## src/ivpr_pkg.sv

```systemverilog
// Constants for the interrupt vector and priority resolver.
// Assumes one system clock domain; imported nowhere, used by scope.
package ivpr_pkg;
	localparam int NUM_VEC = 17;
	localparam int VEC_W = 5;
	localparam int LVL_W = 2;
	localparam int ADDR_W = 21;
	localparam int BASE_W = 16;
	// Base counts in table steps; entry = base shifted up plus 2*vector
	localparam int BASE_SHIFT = 7;
	localparam logic [BASE_W-1:0] BASE_RESET = 16'h0000;
	localparam logic [VEC_W-1:0] VEC_RESET = 5'h00;
	localparam logic [VEC_W-1:0] VEC_WDOG = 5'h01;
	localparam logic [VEC_W-1:0] VEC_RSVD = 5'h0E;
	localparam logic [VEC_W-1:0] VEC_DBG_FIRST = 5'h06;
	localparam logic [VEC_W-1:0] VEC_DBG_LAST = 5'h0A;
	localparam logic [VEC_W-1:0] VEC_LVD = 5'h0F;
	localparam logic [VEC_W-1:0] VEC_PLL = 5'h10;
	localparam logic [LVL_W-1:0] LVL_FIXED_HI = 2'h3;
	localparam logic [LVL_W-1:0] LVL_SWI2 = 2'h2;
	localparam logic [LVL_W-1:0] LVL_SWI1 = 2'h1;
	localparam logic [LVL_W-1:0] LVL_SWI0 = 2'h0;
	localparam logic [LVL_W-1:0] LVL_PROG_MIN = 2'h1;
	localparam logic [LVL_W-1:0] LVL_RESET = 2'h1;
	typedef enum logic [1:0] {IVPR_IDLE, IVPR_PRESENT} ivpr_state_t;
endpackage : ivpr_pkg

```

## src/ivpr_level_map.sv

```systemverilog
// Per-vector level table: fixed levels and software-programmed levels.
// Assumes the level inputs come from same-clock control logic.
`timescale 1ns/1ps
module ivpr_level_map (
	input wire logic [ivpr_pkg::NUM_VEC*ivpr_pkg::LVL_W-1:0] prog_level_i,
	output logic [ivpr_pkg::NUM_VEC*ivpr_pkg::LVL_W-1:0] level_o,
	output logic [ivpr_pkg::NUM_VEC-1:0] usable_o
);
	localparam int W = ivpr_pkg::LVL_W;

	// Clamp level 0 up: programmable sources live in levels 1-3
	function automatic logic [ivpr_pkg::LVL_W-1:0] clamp_prog(
		input logic [ivpr_pkg::LVL_W-1:0] lvl);
		clamp_prog = (lvl < ivpr_pkg::LVL_PROG_MIN) ?
			ivpr_pkg::LVL_PROG_MIN : lvl;
	endfunction : clamp_prog

	genvar g;
	generate
		for (g = 0; g < ivpr_pkg::NUM_VEC; g++) begin : g_vec
			logic [ivpr_pkg::LVL_W-1:0] pl;
			assign pl = prog_level_i[g*W +: W];
			always_comb begin
				usable_o[g] = 1'b1;
				if (g <= 1) begin
					// Resets enter by the reset path, not as requests
					level_o[g*W +: W] = ivpr_pkg::LVL_FIXED_HI;
					usable_o[g] = 1'b0;
				end else if (g <= 5) begin
					level_o[g*W +: W] = ivpr_pkg::LVL_FIXED_HI;
				end else if (g <= 10) begin
					level_o[g*W +: W] = clamp_prog(pl);
				end else if (g == 11) begin
					level_o[g*W +: W] = ivpr_pkg::LVL_SWI2;
				end else if (g == 12) begin
					level_o[g*W +: W] = ivpr_pkg::LVL_SWI1;
				end else if (g == 13) begin
					level_o[g*W +: W] = ivpr_pkg::LVL_SWI0;
				end else if (g == 14) begin
					level_o[g*W +: W] = ivpr_pkg::LVL_SWI0;
					usable_o[g] = 1'b0;
				end else begin
					level_o[g*W +: W] = clamp_prog(pl);
				end
			end
		end
	endgenerate
endmodule : ivpr_level_map

```

## src/ivpr_top.sv

```systemverilog
// Interrupt vector and priority resolver facing the processor core.
// Assumes requests and levels are same-clock levels from peripherals
// and control logic; the core pulses ACK_I once it fetched the entry.
`timescale 1ns/1ps
module ivpr_top (
	input wire logic CORE_CLK_I,
	input wire logic RST_N_I,
	input wire logic [ivpr_pkg::NUM_VEC-1:0] IRQ_REQ_I,
	input wire logic [ivpr_pkg::NUM_VEC*ivpr_pkg::LVL_W-1:0] IRQ_LEVEL_I,
	input wire logic [ivpr_pkg::BASE_W-1:0] VECTOR_TABLE_BASE_I,
	input wire logic WDOG_RESET_I,
	input wire logic ACK_I,
	output logic VALID_O,
	output logic [ivpr_pkg::VEC_W-1:0] VECTOR_O,
	output logic [ivpr_pkg::LVL_W-1:0] LEVEL_O,
	output logic [ivpr_pkg::ADDR_W-1:0] ENTRY_ADDR_O,
	output logic [ivpr_pkg::ADDR_W-1:0] RESET_ADDR_O
);
	localparam int W = ivpr_pkg::LVL_W;
	localparam int N = ivpr_pkg::NUM_VEC;
	localparam int NUM_LVL = 1 << ivpr_pkg::LVL_W;

	//**********************************************
	// Internal signals
	//**********************************************
	logic [N*W-1:0] level;
	logic [N-1:0] usable;
	logic [N-1:0] eligible;
	logic [NUM_LVL-1:0] lvl_busy;
	logic found;
	logic [ivpr_pkg::VEC_W-1:0] win_vec;
	logic [ivpr_pkg::LVL_W-1:0] win_lvl;
	ivpr_pkg::ivpr_state_t state;
	ivpr_pkg::ivpr_state_t next_state;
	logic capture;
	logic wdog_seen;
	logic [ivpr_pkg::VEC_W-1:0] reset_vec;

	//**********************************************
	// Helpers
	//**********************************************
	// Level of one vector, read from the packed per-vector table
	function automatic logic [ivpr_pkg::LVL_W-1:0] level_of(
		input logic [ivpr_pkg::NUM_VEC*ivpr_pkg::LVL_W-1:0] tbl,
		input int idx);
		level_of = tbl[idx*ivpr_pkg::LVL_W +: ivpr_pkg::LVL_W];
	endfunction : level_of

	// Table entry address, two words per entry
	function automatic logic [ivpr_pkg::ADDR_W-1:0] entry_addr(
		input logic [ivpr_pkg::BASE_W-1:0] base,
		input logic [ivpr_pkg::VEC_W-1:0] vec);
		logic [ivpr_pkg::ADDR_W-1:0] b;
		logic [ivpr_pkg::ADDR_W-1:0] off;
		b = {base[ivpr_pkg::ADDR_W-ivpr_pkg::BASE_SHIFT-1:0],
			{ivpr_pkg::BASE_SHIFT{1'b0}}};
		off = {{(ivpr_pkg::ADDR_W-ivpr_pkg::VEC_W-1){1'b0}}, vec, 1'b0};
		entry_addr = b + off;
	endfunction : entry_addr

	//**********************************************
	// Level table
	//**********************************************
	ivpr_level_map u_map (
		.prog_level_i(IRQ_LEVEL_I),
		.level_o(level),
		.usable_o(usable)
	);

	//**********************************************
	// Eligibility
	//**********************************************
	genvar g;
	generate
		// Reserved and reset vectors never compete as requests
		for (g = 0; g < N; g++) begin : g_elig
			assign eligible[g] = IRQ_REQ_I[g] && usable[g];
		end
		// One busy flag per level keeps the level pick shallow
		for (g = 0; g < NUM_LVL; g++) begin : g_busy
			always_comb begin
				lvl_busy[g] = 1'b0;
				for (int i = 0; i < N; i++) begin
					if (eligible[i] && level_of(level, i) == W'(g)) begin
						lvl_busy[g] = 1'b1;
					end
				end
			end
		end
	endgenerate

	//**********************************************
	// Priority resolution
	//**********************************************
	// Highest busy level wins over every lower one
	always_comb begin
		found = |eligible;
		win_lvl = ivpr_pkg::LVL_SWI0;
		for (int l = 0; l < NUM_LVL; l++) begin
			if (lvl_busy[l]) begin
				win_lvl = W'(l);
			end
		end
	end

	// Downward scan: the smallest vector at the winning level stays
	always_comb begin
		win_vec = ivpr_pkg::VEC_RESET;
		for (int i = N - 1; i >= 0; i--) begin
			if (eligible[i] && level_of(level, i) == win_lvl) begin
				win_vec = ivpr_pkg::VEC_W'(i);
			end
		end
	end

	//**********************************************
	// Capture
	//**********************************************
	// Only from idle, so a late higher request cannot tear a fetch
	assign capture = (state == ivpr_pkg::IVPR_IDLE) && found;

	//**********************************************
	// Next state
	//**********************************************
	always_comb begin
		next_state = state;
		case (state)
			ivpr_pkg::IVPR_IDLE: begin
				if (found) begin
					next_state = ivpr_pkg::IVPR_PRESENT;
				end
			end
			ivpr_pkg::IVPR_PRESENT: begin
				// Ack closes the fetch; one idle cycle before the next
				if (ACK_I) begin
					next_state = ivpr_pkg::IVPR_IDLE;
				end
			end
			default: begin
				next_state = ivpr_pkg::IVPR_IDLE;
			end
		endcase
	end

	always_ff @(posedge CORE_CLK_I or negedge RST_N_I) begin
		if (!RST_N_I) begin
			state <= ivpr_pkg::IVPR_IDLE;
		end else begin
			state <= next_state;
		end
	end

	// Decoded from state, so it drops right after the ack edge
	assign VALID_O = (state == ivpr_pkg::IVPR_PRESENT);

	//**********************************************
	// Output registers
	//**********************************************
	// Frozen from capture until the core acknowledges
	always_ff @(posedge CORE_CLK_I or negedge RST_N_I) begin
		if (!RST_N_I) begin
			VECTOR_O <= ivpr_pkg::VEC_RESET;
		end else if (capture) begin
			VECTOR_O <= win_vec;
		end
	end

	always_ff @(posedge CORE_CLK_I or negedge RST_N_I) begin
		if (!RST_N_I) begin
			LEVEL_O <= ivpr_pkg::LVL_SWI0;
		end else if (capture) begin
			LEVEL_O <= win_lvl;
		end
	end

	// Base is sampled once, at capture
	always_ff @(posedge CORE_CLK_I or negedge RST_N_I) begin
		if (!RST_N_I) begin
			ENTRY_ADDR_O <= '0;
		end else if (capture) begin
			ENTRY_ADDR_O <= entry_addr(VECTOR_TABLE_BASE_I,
				win_vec);
		end
	end

	//**********************************************
	// Watchdog cause
	//**********************************************
	// Same-clock level latched until the next chip reset
	always_ff @(posedge CORE_CLK_I or negedge RST_N_I) begin
		if (!RST_N_I) begin
			wdog_seen <= 1'b0;
		end else if (WDOG_RESET_I) begin
			wdog_seen <= 1'b1;
		end
	end

	//**********************************************
	// Reset entry
	//**********************************************
	// A watchdog cause steers the fetch to the second entry
	assign reset_vec = (wdog_seen || WDOG_RESET_I) ? ivpr_pkg::VEC_WDOG :
		ivpr_pkg::VEC_RESET;

	// Fetch address after reset; entries 0/1 at the current table base
	always_ff @(posedge CORE_CLK_I or negedge RST_N_I) begin
		if (!RST_N_I) begin
			RESET_ADDR_O <= '0;
		end else begin
			RESET_ADDR_O <= entry_addr(VECTOR_TABLE_BASE_I, reset_vec);
		end
	end
endmodule : ivpr_top

```

## config.mk

```make
export PLATFORM = sky130hd
export DESIGN_NAME = ivpr_top
export DESIGN_NICKNAME = d
export VERILOG_FILES = /design/src/ivpr_pkg.sv /design/src/ivpr_level_map.sv /design/src/ivpr_top.sv
export SDC_FILE = /design/constraint.sdc
export NUM_CORES = 1
export LEC_CHECK = 0
export BUFFER_PORTS_ARGS = -buffer_cell sky130_fd_sc_hd__clkbuf_2
export CORE_ASPECT_RATIO = 0.5
export CORE_MARGIN = 4
export CORE_UTILIZATION = 43
export CTS_CLUSTER_DIAMETER = 100
export DETAILED_ROUTE_END_ITERATION = 16
export PLACE_DENSITY = 0.81
export RECOVER_POWER = 25
export SETUP_SLACK_MARGIN = 0.1
export SLEW_MARGIN = 20
export SYNTH_ARGS = -nofsm -noshare
export SYNTH_HDL_FRONTEND = slang
export SYNTH_SLANG_ARGS = --single-unit
```

## constraint.sdc

```tcl
create_clock -name CORE_CLK_I -period 2.2 [get_ports CORE_CLK_I]
set_input_delay 0.11 -clock CORE_CLK_I [delete_from_list [all_inputs] [get_ports CORE_CLK_I]]
set_output_delay 0.11 -clock CORE_CLK_I [all_outputs]
set_load 0.005 [all_outputs]
```

# After elaboration in Yosys (flattened, before gate mapping)
# Cells that the tools add are included.
[op_classes]
add_sub_neg = 2
order_cmp = 7
eq_ne = 34
n_mux = 55
n_reduce_logical = 41
[op_table]
columns = ["cell", "count"]
rows = [
  ["$mux 5", 14],
  ["$logic_and 1x1->1", 36],
  ["$mux 1", 29],
  ["$eq 2x2->1 const B", 14],
  ["$mux 2", 11],
  ["$add 21x2->21", 1],
  ["$add 21x6->21", 1],
  ["$eq 2x1->1 const B", 8],
  ["$eq 2x2->1", 7],
  ["$lt 2x1->1 const B", 7],
  ["$reduce_or 14->1", 1],
  ["$eq 2x2->1 const A", 2],
  ["$logic_not 2->1", 2],
  ["$ne 2x2->1 const B", 2],
  ["$pmux 2 s2", 1],
  ["$eq 1x2->1 const A", 1],
  ["$reduce_and 2->1", 1],
  ["$logic_or 1x1->1", 1],
]
[word_totals]
reg_bits = 52
inputBits = 71
elab_cells = 145

# Depth between registers and ports, before layout
[depth]
depth_word = 32
mapped_depth = 8
depth_no_buf = 7

# Cells and area by module
# Synthesis repeated with hierarchy kept, for this count alone.
[hier_totals]
cells_unflattened = 352
hier_area_um2 = 3188.1
[modules_own_cells]
columns = ["mod", "n_inst", "cells_per_inst", "area_each_um2", "seq_area_each_um2"]
rows = [
  ["ivpr_top", 1, 299, 2832.7, 950.9],
  ["ivpr_level_map", 1, 53, 355.3, 0.0],
]

# Worst setup path before layout
# No wires, ideal clock.
[synth_timing]
path_kind = "in2reg"
from = "input port IRQ_REQ_I[5] in the netlist's numbering"
to = "register ENTRY_ADDR_O[5] in the netlist's numbering"
setup_ns = 0.092
arrival_ns = 1.760
t_required_ns = 2.108
path_slack_ns = 0.349
cell_stages = 8
n_path_buf = 1
path_cell_list = "nor4_4 nand4_2 or2_0 buf_2 or3_1 a21boi_1 o2111ai_1 o31ai_2"
[synth_between]
elab_chain_len = 26
elab_cells_between_ends = 51
cone_classes = "1 x add/sub; 10 x eq/ne; 23 x mux; 17 x reduce/logical"
[synth_rtl]
columns = ["item", "line", "source"]
rows = [
  ["from (decl)", "ivpr_top.sv:8", "input wire logic [ivpr_pkg::NUM_VEC-1:0] IRQ_REQ_I,"],
  ["$mux 1 (8 in series)", "ivpr_top.sv:84", "if (eligible[i] && level_of(level, i) == W'(g)) begin"],
  ["$mux 2", "ivpr_top.sv:100", "if (lvl_busy[l]) begin"],
  ["$eq 2x2->1", "ivpr_top.sv:110", "if (eligible[i] && level_of(level, i) == win_lvl) begin"],
  ["$logic_and 1x1->1", "ivpr_top.sv:110", ""],
  ["$mux 5 (14 in series)", "ivpr_top.sv:110", ""],
  ["$add 21x6->21", "ivpr_top.sv:58", "entry_addr = b + off;"],
  ["to (signal assigned)", "ivpr_top.sv:181", "ENTRY_ADDR_O <= entry_addr(VECTOR_TABLE_BASE_I,"],
  ["to (decl)", "ivpr_top.sv:16", "output logic [ivpr_pkg::ADDR_W-1:0] ENTRY_ADDR_O,"],
]
# Parallel ways exist; a longest one is shown, timed or not.
# A chain may end at the register's enable or synchronous reset.

# Worst setup path in the final report
[layout_timing]
from = "input port IRQ_REQ_I[16] in the netlist's numbering"
to = "register VECTOR_O[3] in the netlist's numbering"
[layout_between]
elab_chain_len = 20
elab_cells_between_ends = 47
cone_classes = "9 x eq/ne; 19 x mux; 19 x reduce/logical"
[layout_rtl]
columns = ["item", "line", "source"]
rows = [
  ["$logic_and 1x1->1", "ivpr_top.sv:84", ""],
  ["$mux 1", "ivpr_top.sv:84", ""],
  ["$mux 1", "ivpr_top.sv:100", ""],
  ["$mux 2 (2 in series)", "ivpr_top.sv:100", ""],
  ["$eq 2x2->1", "ivpr_top.sv:110", ""],
  ["$logic_and 1x1->1", "ivpr_top.sv:110", ""],
  ["$mux 5 (13 in series)", "ivpr_top.sv:110", ""],
  ["to (signal assigned)", "ivpr_top.sv:162", "VECTOR_O <= ivpr_pkg::VEC_RESET;"],
  ["to (signal assigned)", "ivpr_top.sv:164", "VECTOR_O <= win_vec;"],
  ["to (decl)", "ivpr_top.sv:14", "output logic [ivpr_pkg::VEC_W-1:0] VECTOR_O,"],
]
# Parallel ways exist; a longest one is shown, timed or not.

==> impl_metrics.ini <==
[cts]
clkTransAtPathRegs_ns = 0.06
cts-buffers-inserted = 5
clock-sinks = 38
cts_root_buf = clkbuf_8
cts_tree = built
postCtsSetupBuffers = 0
h-tree-depth = 2
clk_path_buf_depth = 2
insertion_delay_ns = 0.28

[setup_path]
crit_chain = clkbuf_2 > nor2b_1 > a2111oi_4 > nand2_1 > and3_1 > o221ai_1 > nand4b_1 > a32o_1
cp.required_ns = 2.36
crit_type = input port to register
cp_max_fo = 5
slowest_delay_ns = 0.34
cp_slowest_cell = a2111oi_4
arrival_ns = 2.05
worstSetupStartpointType = input port
crit_path_end_kind = register

[global_routing]
grt_max_degree = 39
antenna_found_initial = 0
grt_pass1_vias = 1955
grt_overflow = 0
grt_pass1_wl_mm = 8.618
gr-usage-all-layers = 0.1855

[yosys]
synth_seq_area_share = 0.4853
synth_edf_count = 0
ys_async_sr_fraction = 1.000
yosysUniqueCellTypes = 50
synth_cells = 208
syn_area_per_cell_um2 = 9.420
yosysWarnings = 0
ys_seq_elements = 38
synthesis.area_mm2 = 0.001959
synth_flop_cell = dfrtp_1

[die]
start_util = 0.4450
die_h_um = 55.73
io_pins = 121
die_w_um = 103.5
core_area_mm2 = 0.004403
dieArea_mm2 = 0.005766
rows = 17

[power]
power_density_mw_per_mm2 = 860.4
p_leak_uw = 0.001298
vdd_drop_max_mv = 0.2981

[timing]
period_needed_ns = 1.889
slew_viol_final = 0
max_freq_mhz = 529.4
finalSetupTns_ns = 0
relSlewSlack = 0.3966
period_share = 0.8586
finalSetupViolations = 0
hold_violations = 0
fin_skew_ns = 0.003368
rsz0062_at_grt = no
tightest_slew_ns = 0.9050
fin_ws_ns = 0.3112

[route]
first_pass_iters = 4
vias_per_cell = 5.238
wl_mm = 5.051
vias = 1938
routedWlPerCell_um = 13.65
drc = 0
drt_iter0_drc = 140
drt.antenna.violating_nets = 0

[status]
status = completed

[min_path]
hold_class = input port to register

[layout]
nNetsFinal = 385
fin_util = 0.6019
regArea_um2 = 950.9
drive_gt1_frac = 0.3131
nFillCells = 388
antenna_cells = 0
area_delta_synth_final_pct = 35.25
multiInputGateArea_um2 = 902.1

[place]
hpwl_mm = 3.860
port_buffers = 87
place_congestion = 0.9859
place_ws_ns = 0.04619

[job]
drv_cap = 0
-- layout make-up --
| cell class | count | area share |
|---|---|---|
| tap | 57 | 0.02691 |
| clock buffer | 6 | 0.03116 |
| inverter | 4 | 0.005666 |
| sequential | 38 | 0.3588 |
| timing repair buffer | 110 | 0.2370 |
| multi-input combinational | 155 | 0.3404 |
-- cells in the mapped netlist, types with 2 or more instances --
| cell | number | area [um^2] |
|---|---|---|
| o21ai_0 | 5 | 25.02 |
| nor2b_1 | 7 | 43.79 |
| or3_1 | 2 | 12.51 |
| clkbuf_1 | 4 | 15.01 |
| a41o_1 | 2 | 20.02 |
| o2111ai_1 | 2 | 17.52 |
| nor2_1 | 5 | 18.77 |
| nand4_1 | 3 | 18.77 |
| or4_1 | 2 | 15.01 |
| nand3_1 | 8 | 40.04 |
| nand2_1 | 57 | 214.0 |
| or2_2 | 2 | 12.51 |
| o221ai_1 | 2 | 17.52 |
| o211ai_1 | 3 | 22.52 |
| a21oi_1 | 2 | 10.01 |
| buf_4 | 13 | 97.59 |
| nor3_1 | 6 | 30.03 |
| dfrtp_1 | 38 | 950.9 |
| nor4_1 | 3 | 18.77 |
| inv_1 | 4 | 15.01 |
| a31oi_1 | 4 | 25.02 |
| nand2b_1 | 4 | 25.02 |
| o22ai_1 | 3 | 18.77 |
-- cells by family after synthesis --
logic type | share of synthesized area
DFF | 0.4853
other | 0.001914
and+or+nand+nor | 0.2752
buffers and inverters | 0.06768
AOI/OAI and AO/OA | 0.1699
-- layout by cell type, fill, tap and decap left out, drive strengths merged, types with 5 or more instances in the layout --
cell	netlist	routed
buf	14	8
clkbuf	4	93
conb	1	8
dfrtp	38	38
dlygate4sd3	0	15
nand2	57	57
nand3	8	8
nor2	5	5
nor2b	7	7
nor3	6	6
nor4	5	5
o21ai	5	5
-- per-stage QoR --
step	power (uW)	instances	hold slack, ns	cell area [um^2]
2_1_floorplan	1445	215	-0.1856	1986
3_3_place_gp	1794	349	0.2332	2435
3_5_place_dp	1829	349	0.2344	2435
4_1_cts	2311	370	0.009250	2668
5_1_grt	2461	370	0.007013	2650
6_report	2280	370	0.02423	2650
-- flip-flops by register name (all words and copies together) (netlist names) --
| register | count |
|---|---|
| ENTRY_ADDR_O | 15 |
| RESET_ADDR_O | 15 |
| VECTOR_O | 4 |
| LEVEL_O | 2 |
| state | 1 |
| wdog_seen | 1 |
-- report_power, final --
group / internal [uW] / switching, uW / total, uW
Clock: 241 / 214 / 456
Sequential: 892 / 115 / 1010
Combinational: 361 / 456 / 817
Total: 1490 / 786 / 2280
-- repair_timing --
action                                 CTS  global route
endpoints found under the hold margin   52             0
hold buffers                            15             0
resized for setup                        0             0
-- path summary, 6_finish.rpt --
check,from,end,slack [ns],depth (start not counted)
min in group asynchronous,RST_N_I,LEVEL_O[1],0.49,2
max in group asynchronous,RST_N_I,RESET_ADDR_O[12],1.14,2
setup reg to reg,state[0],VECTOR_O[0],0.44,5
hold / removal,ACK_I,state[0],0.02,2
setup / recovery,IRQ_REQ_I[16],VECTOR_O[3],0.31,8
hold reg to reg,wdog_seen,RESET_ADDR_O[1],0.47,1
-- per-layer routing --
| metal | global-route usage | share of wire |
|---|---|---|
| met1 | 0.2226 | 0.42 |
| met2 | 0.3188 | 0.50 |
| met3 | 0.04130 | 0.062 |
| met4 | 0.07565 | 0.016 |
| met5 | 0 | 0 |
-- worst max-delay path, delay by kind of cell --
| kind | cells | cell delay (ns) |
|---|---|---|
| AOI/OAI and AO/OA | 3 | 0.96 |
| and+or+nand+nor | 4 | 0.87 |
| buffers and inverters | 1 | 0.12 |
No activity file was read; power rests on OpenSTA's default activity.
